<file path="config.mk">
export PLATFORM = sky130hd
export DESIGN_NAME = optical_sensor_i2c_register_slave
export DESIGN_NICKNAME = d
export VERILOG_FILES = /design/src/core/optical_sensor_pkg.sv /design/src/core/link_events_if.sv /design/src/core/line_sync.sv /design/src/core/led_drive_calc.sv /design/src/core/optical_sensor_i2c_register_slave.sv
export SDC_FILE = /design/constraint.sdc
export NUM_CORES = 1
export LEC_CHECK = 0
export ABC_AREA = 1
export BUFFER_PORTS_ARGS = -buffer_cell sky130_fd_sc_hd__buf_2
export CAP_MARGIN = 10
export CORE_MARGIN = 1
export CORE_UTILIZATION = 51
export CTS_CLUSTER_DIAMETER = 30
export CTS_CLUSTER_SIZE = 25
export DETAILED_ROUTE_END_ITERATION = 10
export MAX_ROUTING_LAYER = met4
export PLACE_DENSITY = 0.8
export SYNTH_ARGS = -nofsm -noshare
export SYNTH_HDL_FRONTEND = slang
export SYNTH_SLANG_ARGS = --single-unit
</file>
<file path="constraint.sdc">
create_clock -name ref_clk -period 7.8 [get_ports ref_clk]
set_input_delay 1.17 -clock ref_clk [delete_from_list [all_inputs] [get_ports ref_clk]]
set_output_delay 1.17 -clock ref_clk [all_outputs]
set_load 0.05 [all_outputs]
</file>
<file path="src/core/optical_sensor_pkg.sv">
// shared constants for the optical sensor serial register port
package optical_sensor_pkg;
  // ===================================================
  // bus addressing
  localparam logic [6:0] SLAVE_ADDR = 7'h5E;
  localparam logic [7:0] WRITE_ADDR_BYTE = 8'hBC;
  localparam logic [7:0] READ_ADDR_BYTE = 8'hBD;
  localparam logic [3:0] BITS_PER_BYTE = 4'h8;
  localparam logic [3:0] ACK_SLOT_DONE = 4'h9;
  localparam int SCL_MAX_KHZ = 400;
  // ===================================================
  // register offsets
  localparam logic [7:0] INT_STATUS_ADDR = 8'h00;
  localparam logic [7:0] SAMPLE_QUEUE_ADDR = 8'h07;
  localparam logic [7:0] LED_RANGE_ADDR = 8'h14;
  localparam logic [7:0] PROX_AMP_ADDR = 8'h15;
  localparam logic [7:0] DEVICE_ID_ADDR = 8'hFF;
  // ===================================================
  // field layout and reset values
  localparam int PWR_RDY_BIT = 7;
  localparam int IR_RANGE_LSB = 0;
  localparam int GREEN_RANGE_LSB = 4;
  localparam logic [7:0] PROX_AMP_RESET = 8'h00;
  localparam logic [1:0] RANGE_RESET = 2'h0;
  localparam logic [7:0] FULL_SCALE_STEP_MA = 8'h32;
endpackage

</file>
<file path="src/core/link_events_if.sv">
// sampled sda level, scl edges and bus events
`timescale 1ns/1ns
interface link_events_if;
  logic sda;
  logic scl_rise;
  logic scl_fall;
  logic start;
  logic stop;
  modport src (output sda, output scl_rise, output scl_fall, output start, output stop);
  modport dst (input sda, input scl_rise, input scl_fall, input start, input stop);
endinterface

</file>
<file path="src/core/line_sync.sv">
// synchronises scl and sda and finds edges, start and stop
`timescale 1ns/1ns
module line_sync (
  input wire logic ref_clk,
  input wire logic reset,
  input wire logic scl,
  input wire logic sda_in,
  link_events_if.src ev
);
  logic [2:0] scl_q;
  logic [2:0] sda_q;

  // ===================================================
  // two-flop sync plus one history stage
  // scl is only sampled, never driven
  always_ff @(posedge ref_clk)
  begin
    if (reset)
    begin
      scl_q <= 3'h7;
      sda_q <= 3'h7;
    end
    else
    begin
      scl_q <= {scl_q[1:0], scl};
      sda_q <= {sda_q[1:0], sda_in};
    end
  end

  // ===================================================
  // events, read only from the stages past the first
  assign ev.sda = sda_q[1];
  assign ev.scl_rise = scl_q[1] & ~scl_q[2];
  assign ev.scl_fall = ~scl_q[1] & scl_q[2];
  // start and stop
  assign ev.start = scl_q[1] & scl_q[2] & ~sda_q[1] & sda_q[2];
  assign ev.stop = scl_q[1] & scl_q[2] & sda_q[1] & ~sda_q[2];
endmodule

</file>
<file path="src/core/led_drive_calc.sv">
// pilot led current and ir full scale from the amplitude and ranges
`timescale 1ns/1ns
module led_drive_calc (
  input wire logic ref_clk,
  input wire logic reset,
  input wire logic [7:0] amplitude,
  input wire logic [1:0] ir_led_current_range,
  input wire logic [1:0] green_range,
  input wire logic use_green,
  output logic [9:0] pilot_current_q,
  output logic [7:0] ir_full_scale_ma_q
);
  import optical_sensor_pkg::*;

  logic [1:0] selected_led_current_range;

  // range code plus one is the multiplier of both tables
  function automatic logic [2:0] range_mult(input logic [1:0] r);
    range_mult = {1'b0, r} + 3'h1;
  endfunction

  // range of the led in use
  assign selected_led_current_range = use_green ? green_range : ir_led_current_range;

  always_ff @(posedge ref_clk)
  begin
    if (reset)
    begin
      pilot_current_q <= 10'h000;
      ir_full_scale_ma_q <= 8'h00;
    end
    else
    begin
      // units of 0.2 ma per code step
      pilot_current_q <= {2'h0, amplitude} * {7'h00, range_mult(selected_led_current_range)};
      // 50 ma per range step
      ir_full_scale_ma_q <= 8'(FULL_SCALE_STEP_MA * range_mult(ir_led_current_range));
    end
  end
endmodule

</file>
<file path="src/core/optical_sensor_i2c_register_slave.sv">
// two-wire slave port and register bank of the optical sensor
//
// Behaviour
// answer only to address 1011110, msb first
// address lsb picks write or read
// acknowledge matching address byte by pulling low
// bitwise address compare, mismatch ignores until start
// start and stop seen while scl high
// one bit per scl cycle, stable high
// stop aborts transfer, unless in start pulse
// master never stops in start's high pulse
// hold sda low through ninth pulse
// master acks reads, last gets nack, stop
// master retries when acknowledge is missing
// write: address, register, data bytes, stop
// write pointer advances after each data byte
// eight bits plus one acknowledge pulse
// master alone drives scl, up to 400khz
// sda open drain only, never driven high
// repeated start keeps session, awaits address
// ready interrupt after power-up, cleared by read
// pilot amplitude scaled by selected led range
// pilot step 0.2 to 0.8 ma
// ir range gives 50 to 200 ma
// read-only identifier, writes ignored
// master sets pointer, repeated start, reads
// read pointer increments except at sample queue
// unmapped reads zero, writes ignored, pointer advances
`timescale 1ns/1ns
module optical_sensor_i2c_register_slave #(
  // arbitrary neutral identifier value
  parameter logic [7:0] DEVICE_ID_VALUE = 8'h5A
) (
  input wire logic ref_clk,
  input wire logic reset,
  input wire logic scl,
  input wire logic sda_in,
  output logic sda_out,
  output logic sda_oe_n,
  output logic int_n,
  input wire logic [7:0] sample_byte,
  output logic sample_pop,
  input wire logic pilot_use_green,
  output logic [7:0] proximity_led_amplitude,
  output logic [1:0] ir_led_current_range,
  output logic [9:0] pilot_current,
  output logic [7:0] ir_full_scale_ma
);
  import optical_sensor_pkg::*;
  typedef enum logic [2:0] {
    ST_IDLE = 3'b000,
    ST_ADDR = 3'b001,
    ST_REG = 3'b010,
    ST_WDATA = 3'b011,
    ST_RDATA = 3'b100,
    ST_IGNORE = 3'b101
  } port_state_t;
  link_events_if ev ();
  port_state_t state_q;
  logic [3:0] bit_cnt_q;
  logic [7:0] rx_q, tx_q, ptr_q;
  logic read_q, master_ack_q, start_high_q, drive_low_q, pwr_rdy_q, pwr_done_q;
  logic [7:0] amp_q;
  logic [1:0] ir_range_q, green_range_q;
  logic sda_out_q, sda_oe_n_q, int_n_q, pop_q;
  logic abort, byte_end, ack_end, wr_fire, ld_fire;
  logic [7:0] rd_data;

  // ===================================================
  // line sampling and led current
  line_sync u_sync (
    .ref_clk(ref_clk),
    .reset(reset),
    .scl(scl),
    .sda_in(sda_in),
    .ev(ev.src)
  );
  led_drive_calc u_calc (
    .ref_clk(ref_clk),
    .reset(reset),
    .amplitude(amp_q),
    .ir_led_current_range(ir_range_q),
    .green_range(green_range_q),
    .use_green(pilot_use_green),
    .pilot_current_q(pilot_current),
    .ir_full_scale_ma_q(ir_full_scale_ma)
  );

  // ===================================================
  // register read decode
  function automatic logic [7:0] reg_read(input logic [7:0] addr, input logic pwr,
    input logic [7:0] amp, input logic [1:0] ir_r, input logic [1:0] gr_r,
    input logic [7:0] smp, input logic [7:0] id);
    logic [7:0] v;
    v = 8'h00;
    case (addr)
      INT_STATUS_ADDR: v[PWR_RDY_BIT] = pwr;
      SAMPLE_QUEUE_ADDR: v = smp;
      LED_RANGE_ADDR:
      begin
        v[IR_RANGE_LSB +: 2] = ir_r;
        v[GREEN_RANGE_LSB +: 2] = gr_r;
      end
      PROX_AMP_ADDR: v = amp;
      // fixed identifier
      DEVICE_ID_ADDR: v = id;
      // unmapped reads as zero
      default: v = 8'h00;
    endcase
    reg_read = v;
  endfunction
  assign rd_data = reg_read(ptr_q, pwr_rdy_q, amp_q, ir_range_q, green_range_q,
                            sample_byte, DEVICE_ID_VALUE);
  // ===================================================
  // transfer decode
  // stop in the start's own high pulse does not abort
  assign abort = ev.stop & ~start_high_q;
  // eight data bits, then the acknowledge pulse
  assign byte_end = ev.scl_fall & (bit_cnt_q == BITS_PER_BYTE);
  assign ack_end = ev.scl_fall & (bit_cnt_q == ACK_SLOT_DONE);
  assign wr_fire = ~ev.start & ~abort & byte_end & (state_q == ST_WDATA);
  assign ld_fire = ~ev.start & ~abort & ack_end &
                   (((state_q == ST_ADDR) & read_q) |
                    ((state_q == ST_RDATA) & master_ack_q));

  // ===================================================
  // start marker within one scl high pulse
  always_ff @(posedge ref_clk)
  begin
    if (reset)
      start_high_q <= 1'b0;
    else if (ev.start)
      start_high_q <= 1'b1;
    else if (ev.scl_fall)
      start_high_q <= 1'b0;
  end

  // ===================================================
  // protocol state and bit counter
  always_ff @(posedge ref_clk)
  begin
    if (reset)
    begin
      state_q <= ST_IDLE;
      bit_cnt_q <= 4'h0;
    end
    // any start, repeated or not, awaits an address
    else if (ev.start)
    begin
      state_q <= ST_ADDR;
      bit_cnt_q <= 4'h0;
    end
    // stop ends the session
    else if (abort)
    begin
      state_q <= ST_IDLE;
      bit_cnt_q <= 4'h0;
    end
    // ignoring scl until next start
    else if (state_q == ST_IDLE || state_q == ST_IGNORE)
      bit_cnt_q <= 4'h0;
    else if (ev.scl_rise)
    begin
      // one bit per scl cycle
      if (bit_cnt_q != ACK_SLOT_DONE)
        bit_cnt_q <= bit_cnt_q + 4'h1;
      // compare one address bit per rise
      if (state_q == ST_ADDR && bit_cnt_q < BITS_PER_BYTE - 4'h1 &&
          ev.sda != SLAVE_ADDR[3'(BITS_PER_BYTE - 4'h2 - bit_cnt_q)])
        state_q <= ST_IGNORE;
      // master nack ends the read
      if (state_q == ST_RDATA && bit_cnt_q == BITS_PER_BYTE && ev.sda)
        state_q <= ST_IGNORE;
    end
    else if (ack_end)
    begin
      bit_cnt_q <= 4'h0;
      case (state_q)
        // direction from address lsb
        ST_ADDR: state_q <= read_q ? ST_RDATA : ST_REG;
        ST_REG: state_q <= ST_WDATA;
        default: state_q <= state_q;
      endcase
    end
  end

  // ===================================================
  // shift register and direction
  always_ff @(posedge ref_clk)
  begin
    if (reset)
    begin
      rx_q <= 8'h00;
      read_q <= 1'b0;
      master_ack_q <= 1'b0;
    end
    else if (ev.scl_rise)
    begin
      if (bit_cnt_q < BITS_PER_BYTE)
        rx_q <= {rx_q[6:0], ev.sda};
      // last address bit is read or write
      if (state_q == ST_ADDR && bit_cnt_q == BITS_PER_BYTE - 4'h1)
        read_q <= ev.sda;
      if (bit_cnt_q == BITS_PER_BYTE)
        master_ack_q <= ~ev.sda;
    end
  end

  // ===================================================
  // register pointer
  always_ff @(posedge ref_clk)
  begin
    if (reset)
      ptr_q <= 8'h00;
    else if (~ev.start & ~abort & byte_end & (state_q == ST_REG))
      ptr_q <= rx_q;
    // advance after each written byte
    else if (wr_fire)
      ptr_q <= ptr_q + 8'h01;
    // the sample queue address holds the pointer
    else if (ld_fire && ptr_q != SAMPLE_QUEUE_ADDR)
      ptr_q <= ptr_q + 8'h01;
  end

  // ===================================================
  // writable registers
  always_ff @(posedge ref_clk)
  begin
    if (reset)
    begin
      amp_q <= PROX_AMP_RESET;
      ir_range_q <= RANGE_RESET;
      green_range_q <= RANGE_RESET;
    end
    else if (wr_fire)
    begin
      // other addresses, identifier included, drop the write
      case (ptr_q)
        // pilot amplitude
        PROX_AMP_ADDR: amp_q <= rx_q;
        // led range fields
        LED_RANGE_ADDR:
        begin
          ir_range_q <= rx_q[IR_RANGE_LSB +: 2];
          green_range_q <= rx_q[GREEN_RANGE_LSB +: 2];
        end
        default: amp_q <= amp_q;
      endcase
    end
  end

  // ===================================================
  // transmit byte and sample queue pop
  always_ff @(posedge ref_clk)
  begin
    if (reset)
    begin
      tx_q <= 8'h00;
      pop_q <= 1'b0;
    end
    else
    begin
      pop_q <= ld_fire & (ptr_q == SAMPLE_QUEUE_ADDR);
      // data starts from the pointer set by the write
      if (ld_fire)
        tx_q <= rd_data;
      else if (ev.scl_fall && state_q == ST_RDATA && bit_cnt_q != 4'h0 &&
               bit_cnt_q < BITS_PER_BYTE)
        tx_q <= {tx_q[6:0], 1'b0};
    end
  end

  // ===================================================
  // sda open-drain driver, changes only while scl low
  always_ff @(posedge ref_clk)
  begin
    if (reset)
      drive_low_q <= 1'b0;
    else if (ev.start || abort)
      drive_low_q <= 1'b0;
    else if (byte_end)
      // address ack; R9: data ack held through ninth pulse
      drive_low_q <= state_q == ST_ADDR || state_q == ST_REG || state_q == ST_WDATA;
    else if (ld_fire)
      drive_low_q <= ~rd_data[7];
    else if (ack_end)
      drive_low_q <= 1'b0;
    else if (ev.scl_fall && state_q == ST_RDATA && bit_cnt_q != 4'h0 &&
             bit_cnt_q < BITS_PER_BYTE)
      drive_low_q <= ~tx_q[6];
    else if (state_q == ST_IGNORE || state_q == ST_IDLE)
      drive_low_q <= 1'b0;
  end

  // ===================================================
  // power-up ready flag; set once, so no clear can race it
  always_ff @(posedge ref_clk)
  begin
    if (reset)
    begin
      pwr_rdy_q <= 1'b0;
      pwr_done_q <= 1'b0;
    end
    // raise once after reset release
    else if (!pwr_done_q)
    begin
      pwr_rdy_q <= 1'b1;
      pwr_done_q <= 1'b1;
    end
    // reading status clears it
    else if (ld_fire && ptr_q == INT_STATUS_ADDR)
      pwr_rdy_q <= 1'b0;
  end
  // ===================================================
  // output flops
  always_ff @(posedge ref_clk)
  begin
    if (reset)
    begin
      sda_out_q <= 1'b0;
      sda_oe_n_q <= 1'b1;
      int_n_q <= 1'b1;
    end
    else
    begin
      // the data pin only ever pulls low
      sda_out_q <= 1'b0;
      sda_oe_n_q <= ~drive_low_q;
      int_n_q <= ~pwr_rdy_q;
    end
  end
  assign sda_out = sda_out_q;
  assign sda_oe_n = sda_oe_n_q;
  assign int_n = int_n_q;
  assign sample_pop = pop_q;
  assign proximity_led_amplitude = amp_q;
  assign ir_led_current_range = ir_range_q;
endmodule

</file>
* Word level (Yosys, flattened, before mapping)
Memory sizes are Yosys's and may differ from the RTL's.
Index checks and enable logic that the tools add are counted.
** Cells by class
- $add $sub $neg :: 5
- $mul :: 2
- $lt $le $gt $ge :: 3
- Equality and inequality tests :: 20
- Muxes and demuxes :: 34
- Bitwise operators :: 32
- Reduce and logical (&&, ||, !) cells :: 36
** Operators with widths (count)
- $mux 8 :: 3
- $and 1x1->1 :: 19
- $eq 8x5->1 const B :: 2
- $pmux 2 s4 :: 2
- $mux 3 :: 5
- $mux 1 :: 14
- $mux 7 :: 2
- $mux 4 :: 3
- $not 1->1 :: 12
- $reduce_and 2->1 :: 6
- $logic_and 1x1->1 :: 10
- $mul 8x3->10 :: 1
- $reduce_bool 5->1 :: 2
- $add 8x1->8 const B :: 1
- $eq 4x4->1 const B :: 2
- $eq 8x3->1 const B :: 1
- $eq 8x8->1 const B :: 1
- $logic_not 8->1 :: 1
- $ne 8x3->1 const B :: 1
- $reduce_and 4->1 :: 2
- $reduce_bool 4->1 :: 2
- $mul 5x3->7 const A :: 1
- $add 2x1->3 const B :: 2
- $eq 3x2->1 const B :: 2
- 26 further kinds :: 35
** Word-level totals
- Bits in registers :: 75
- Memory bits (read-only) :: 8
- Bits of input ports :: 13
- Output and inout bits :: 32
- Logic and storage cells :: 156
- Memories :: 1
** Memory list
- (no name shown) :: words 8, bits a word 1, read ports 1, clocked after memory_dff 0, write ports 0, line optical_sensor_i2c_register_slave.sv:169 : ev.sda != SLAVE_ADDR[3'(BITS_PER_BYTE - 4'h2 - bit_cnt_q)])

* Logic depth before layout (Yosys ltp)
- Depth after elaboration :: 12
- Mapped depth :: 16
- Mapped depth without buffers :: 15

* By module
Synthesis repeated with hierarchy kept, for this count alone.
** Second synthesis, totals
- Cell total of the unflattened synthesis :: 583
- Area, all modules :: 4083.9 um2
** Modules (own cells, without submodules)
- optical_sensor_i2c_register_slave :: times used 1, cells each 398, area an instance 2730.1 um2, seq. area each 1021.0 um2
- led_drive_calc :: times used 1, cells each 161, area an instance 1156.1 um2, seq. area each 320.3 um2
- line_sync :: times used 1, cells each 24, area an instance 197.7 um2, seq. area each 120.1 um2

* Worst setup path before layout
No wires, ideal clock.
- Path type :: input to register
- Start :: input port pilot_use_green
- End :: register u_calc.pilot_current_q[8]
- Library setup time :: 70 ps
- Arrival time :: 3645 ps
- Data required time :: 7730 ps
- Slack :: 4085 ps
- Cell stages on the path :: 15
- Path buffers :: 1
- Cells stage by stage :: o21ai_1 ha_1 clkbuf_1 nand2_1 inv_1 fa_1 ha_1 fa_1 nand3_1 nand3_1 nand2_1 nand2_1 a21oi_1 o21ai_0 a21oi_1
** On the way
- Longest elaborated chain between the ends :: 3
** Ends and longest elaborated chain
- start: declaration :: line optical_sensor_i2c_register_slave.sv:43 : input wire logic pilot_use_green,
- $mux 2 :: line led_drive_calc.sv:23 : assign selected_led_current_range = use_green ? green_range : ir_led_current_range;
- $add 2x1->3 :: line led_drive_calc.sv:19 : range_mult = {1'b0, r} + 3'h1;
- $mul 8x3->10 :: line led_drive_calc.sv:35 : pilot_current_q <= {2'h0, amplitude} * {7'h00, range_mult(selected_led_current_range)};
- end signal: assignment :: line led_drive_calc.sv:35
- end: declaration :: line led_drive_calc.sv:10 : output logic [9:0] pilot_current_q,
Every way passes these cells.
A chain may end at the register's enable or synchronous reset.

* Worst setup path in the final report
Same ends and word-level chain as after synthesis.

==> reports/qor.txt <==
Setup CP Type: primary input to flop
Fin crit share: 46.7%
First-pass GRT wire length: 15,700 um
Total Die Area: 0.00817 sq mm
Vias post-DR: 3,668
Final core occ: 59.4%
# port buffers: 42
CTS tree: built
Met3 routed WL: 414 um
Post-Syn Area per Cell: 7.20 sq um
Final min period: 3.65 ns
Vias in the first global route: 3,508
Die Span Y: 90.4 um
Final wirelength: 8990 um
Final setup TNS: 0 ns
Hold path endpoint: sda_oe_n$_SDFF_PP1_
Setup ws final: 4.15 ns
Pre-CTS setup slack: 3.81 ns
FF-to-FF End: u_calc.pilot_current_q[8]$_SDFF_PP0_
Top sig layer: met4
Largest cells by area after synthesis: dfxtp_1 37%, nand2_1 10%, inv_1 6.7%
Status: finished clean
Layout cell share with drive strength beyond 1: 15.3%
Part of the power in registers: 54.6%
Initial Util: 53.8%
Yosys top cell by area: dfxtp_1
Clock power frac: 41.2%
Adder-cell area share of the yosys netlist: 9.49%
Max VDD drop: 63.3 uV
Mapped cell area: 0.00398 sq mm
Switching pwr: 175 uW
Largest family of logic cells by synthesized area: simple AND/OR/NAND/NOR gates
# setup viols final: 0
Reg2Reg Launch Point: ir_led_current_range[0]$_SDFFE_PP0P_
Worst Hold Class: flop to flop
Post-Layout Cell Count: 695
Yosys reg bits: 73
CP Launch Type: primary input
Compound-gate portion of the synthesized area: 15.3%
M1 WL: 4110 um
CTS Buf Count: 9
Reg2Reg Depth: 15
Top_reg_cell synth: dfxtp_1
Number of synthesized flops with an enable pin: 0
FFs w/ async S/R, synth: 0%
Worst-path clk slew: 0.08 ns
Post-Synth XOR/XNOR Area: 0.880%
Max Buffers Root-to-Sink: 2
CP required: 8.09 ns
Flop2flop setup slack: 4.49 ns
CTS root buf: clkbuf_8
Final HPWL DP: 6710 um
Hold buffer count at CTS: 0
Final GP Congestion: 0.885
Cells after Synth: 553
Crit. End Element: flop
Area Growth Syn to Fin: 10.5%
Logic pwr share: 4.2%
CP Max Fanout: 8
Mux contribution to synthesized area: 0%
Hold Vio Cnt, Final: 0
Sw Share: 25.2%
Post-route antenna net violation count: 0
Synth Warn #: 0
Routed wl met2: 4290 um
Drt initial violations: 243
FMAX: 274 MHz
Slew headroom: 45.6%
Postcts setup bufs: 0
Most frequent cell after synthesis: nand2_1
Synth Area in Simple Gates: 27.1%
Ports: 45
Vias per std cell: 5.28
Max cap viols: 0
First-pass DRT Iterations: 5
Internal power: 519 uW
Clock sink count: 73
Nets: 630
Die width: 90.4 um
Final Skew: 0.00913 ns
Hold Crit Depth: 1
Pleak: 0.00205 uW
WL per Instance: 12.9 um
Worst Min Path Start: drive_low_q$_SDFFE_PP0P_
Grt ovf: 0
Row cnt: 31
Worst Path Arrival: 3.94 ns
RSZ-0062 raised after global routing: false
Total Routing Usage GR: 24.3%
Initial antenna violation count: 0
CTS H-tree lvls: 3
Filler cell count: 723
Core Area: 0.00741 sq mm
Netlist cell types: 39
Post-cts sizing count: 0
Final Instance Area: 0.00440 sq mm
Sequential element share of the synthesized area: 36.7%
Worst-Skew Late Latency: 0.35 ns
Largest net degree at the start of global routing: 52
Remaining DRCs: 0
Slew Viols, Final: 0
Synth top area share: 36.7%
Synth top cells by count: 111 x nand2_1, 73 x dfxtp_1, 71 x inv_1
DP Area: 0.00421 sq mm
Placed cell count: 679
Pwr Density: 158 mW/mm^2
Slew @ Worst Pin: 0.813 ns
Diode count: 0
-- metrics by stage --
step                total power (uW)  hold slack [ns]
floorplan                        409            0.366
global placement                 417            0.380
detailed placement               417            0.379
CTS                              697            0.398
global route                     719            0.429
finish                           694            0.397
-- layout by cell type (no fill, tap or decap), types with 2 or more instances in the layout --
| master | synthesis | layout |
|---|---|---|
| o21ai_0 | 42 | 42 |
| clkinv_2 | 1 | 2 |
| inv_6 | 0 | 2 |
| inv_1 | 71 | 71 |
| buf_2 | 2 | 42 |
| a211oi_1 | 2 | 2 |
| nor3_1 | 11 | 11 |
| o22ai_1 | 2 | 2 |
| fa_1 | 7 | 7 |
| nor2_1 | 48 | 48 |
| xor2_1 | 4 | 4 |
| dfxtp_1 | 73 | 73 |
| clkbuf_8 | 0 | 11 |
| a31oi_1 | 3 | 3 |
| nand4_1 | 4 | 4 |
| nand3_2 | 4 | 4 |
| inv_2 | 6 | 6 |
| a21oi_1 | 51 | 51 |
| nor3b_1 | 2 | 2 |
| nand2_1 | 111 | 111 |
| or2_2 | 7 | 7 |
| ha_1 | 19 | 19 |
| nand3_1 | 32 | 32 |
| nand2_2 | 5 | 5 |
| nor2_4 | 4 | 4 |
| conb_1 | 1 | 2 |
| nor3_4 | 2 | 2 |
| clkinvlp_4 | 0 | 2 |
| o21ai_1 | 15 | 15 |
-- cell families after synthesis --
kind of cell | count (synthesis)
xor+xnor | 4
compound gates | 118
simple gates | 235
fa+ha+maj | 26
other cells | 1
flops | 73
buf+inv | 96
-- final cells by class --
class / count / area [sq um] / area share, %
Clock buffer: 11 / 151 / 3.44
Clock inverter: 5 / 37.5 / 0.853
Inverter: 79 / 298 / 6.77
Multi-Input combinational cell: 385 / 2110 / 48.0
Sequential cell: 73 / 1460 / 33.2
Tap cell: 99 / 124 / 2.81
Timing Repair Buffer: 43 / 218 / 4.95
-- sequential cells by signal, indices dropped and copies added (netlist names), 3 cells and up --
register / cells
u_calc.pilot_current_q: 10
proximity_led_amplitude: 8
ptr_q: 8
rx_q: 8
tx_q: 7
u_calc.ir_full_scale_ma_q: 6
bit_cnt_q: 4
state_q: 3
u_sync.scl_q: 3
u_sync.sda_q: 3
-- power by group through the flow --
stage	Combinational, uW	Clock [uW]	Sequential [uW]
finish	29.1	286	379
global route	32.1	307	380
CTS	28.9	289	379
detailed placement	28.8	0	388
global placement	28.5	0	388
floorplan	18.3	0	391
-- worst max path at each step --
| stage | cells after the start | startpoint | slack (ns) | end |
|---|---|---|---|---|
| after global placement | 15 | pilot_use_green | 3.90 | u_calc.pilot_current_q[8]$_SDFF_PP0_ |
| after CTS | 15 | pilot_use_green | 4.18 | u_calc.pilot_current_q[8]$_SDFF_PP0_ |
| after global routing | 15 | pilot_use_green | 3.89 | u_calc.pilot_current_q[8]$_SDFF_PP0_ |
| after floorplan | 15 | pilot_use_green | 4.09 | u_calc.pilot_current_q[8]$_SDFF_PP0_ |
| final | 15 | pilot_use_green | 4.15 | u_calc.pilot_current_q[8]$_SDFF_PP0_ |
| after detailed placement | 15 | pilot_use_green | 3.81 | u_calc.pilot_current_q[8]$_SDFF_PP0_ |
-- worst max-delay path, stage by stage --
cell	delay, ns
buf_2	0.12
o21ai_1	0.30
ha_1	0.39
nand2_1	0.10
inv_1	0.05
fa_1	0.45
ha_1	0.24
fa_1	0.41
nand3_1	0.10
nand3_1	0.10
nand2_1	0.08
nand2_1	0.05
a21oi_1	0.15
o21ai_0	0.09
a21oi_1	0.13
-- routing by layer --
layer / global-route usage [%] / vias to the layer above
met1: 29.0 / 1706
met4: 9.41 / 0
met3: 3.45 / 18
li1: - / 1855
met2: 41.3 / 89
met5: - / -
Note: power is estimated with default switching activity, not from simulation.
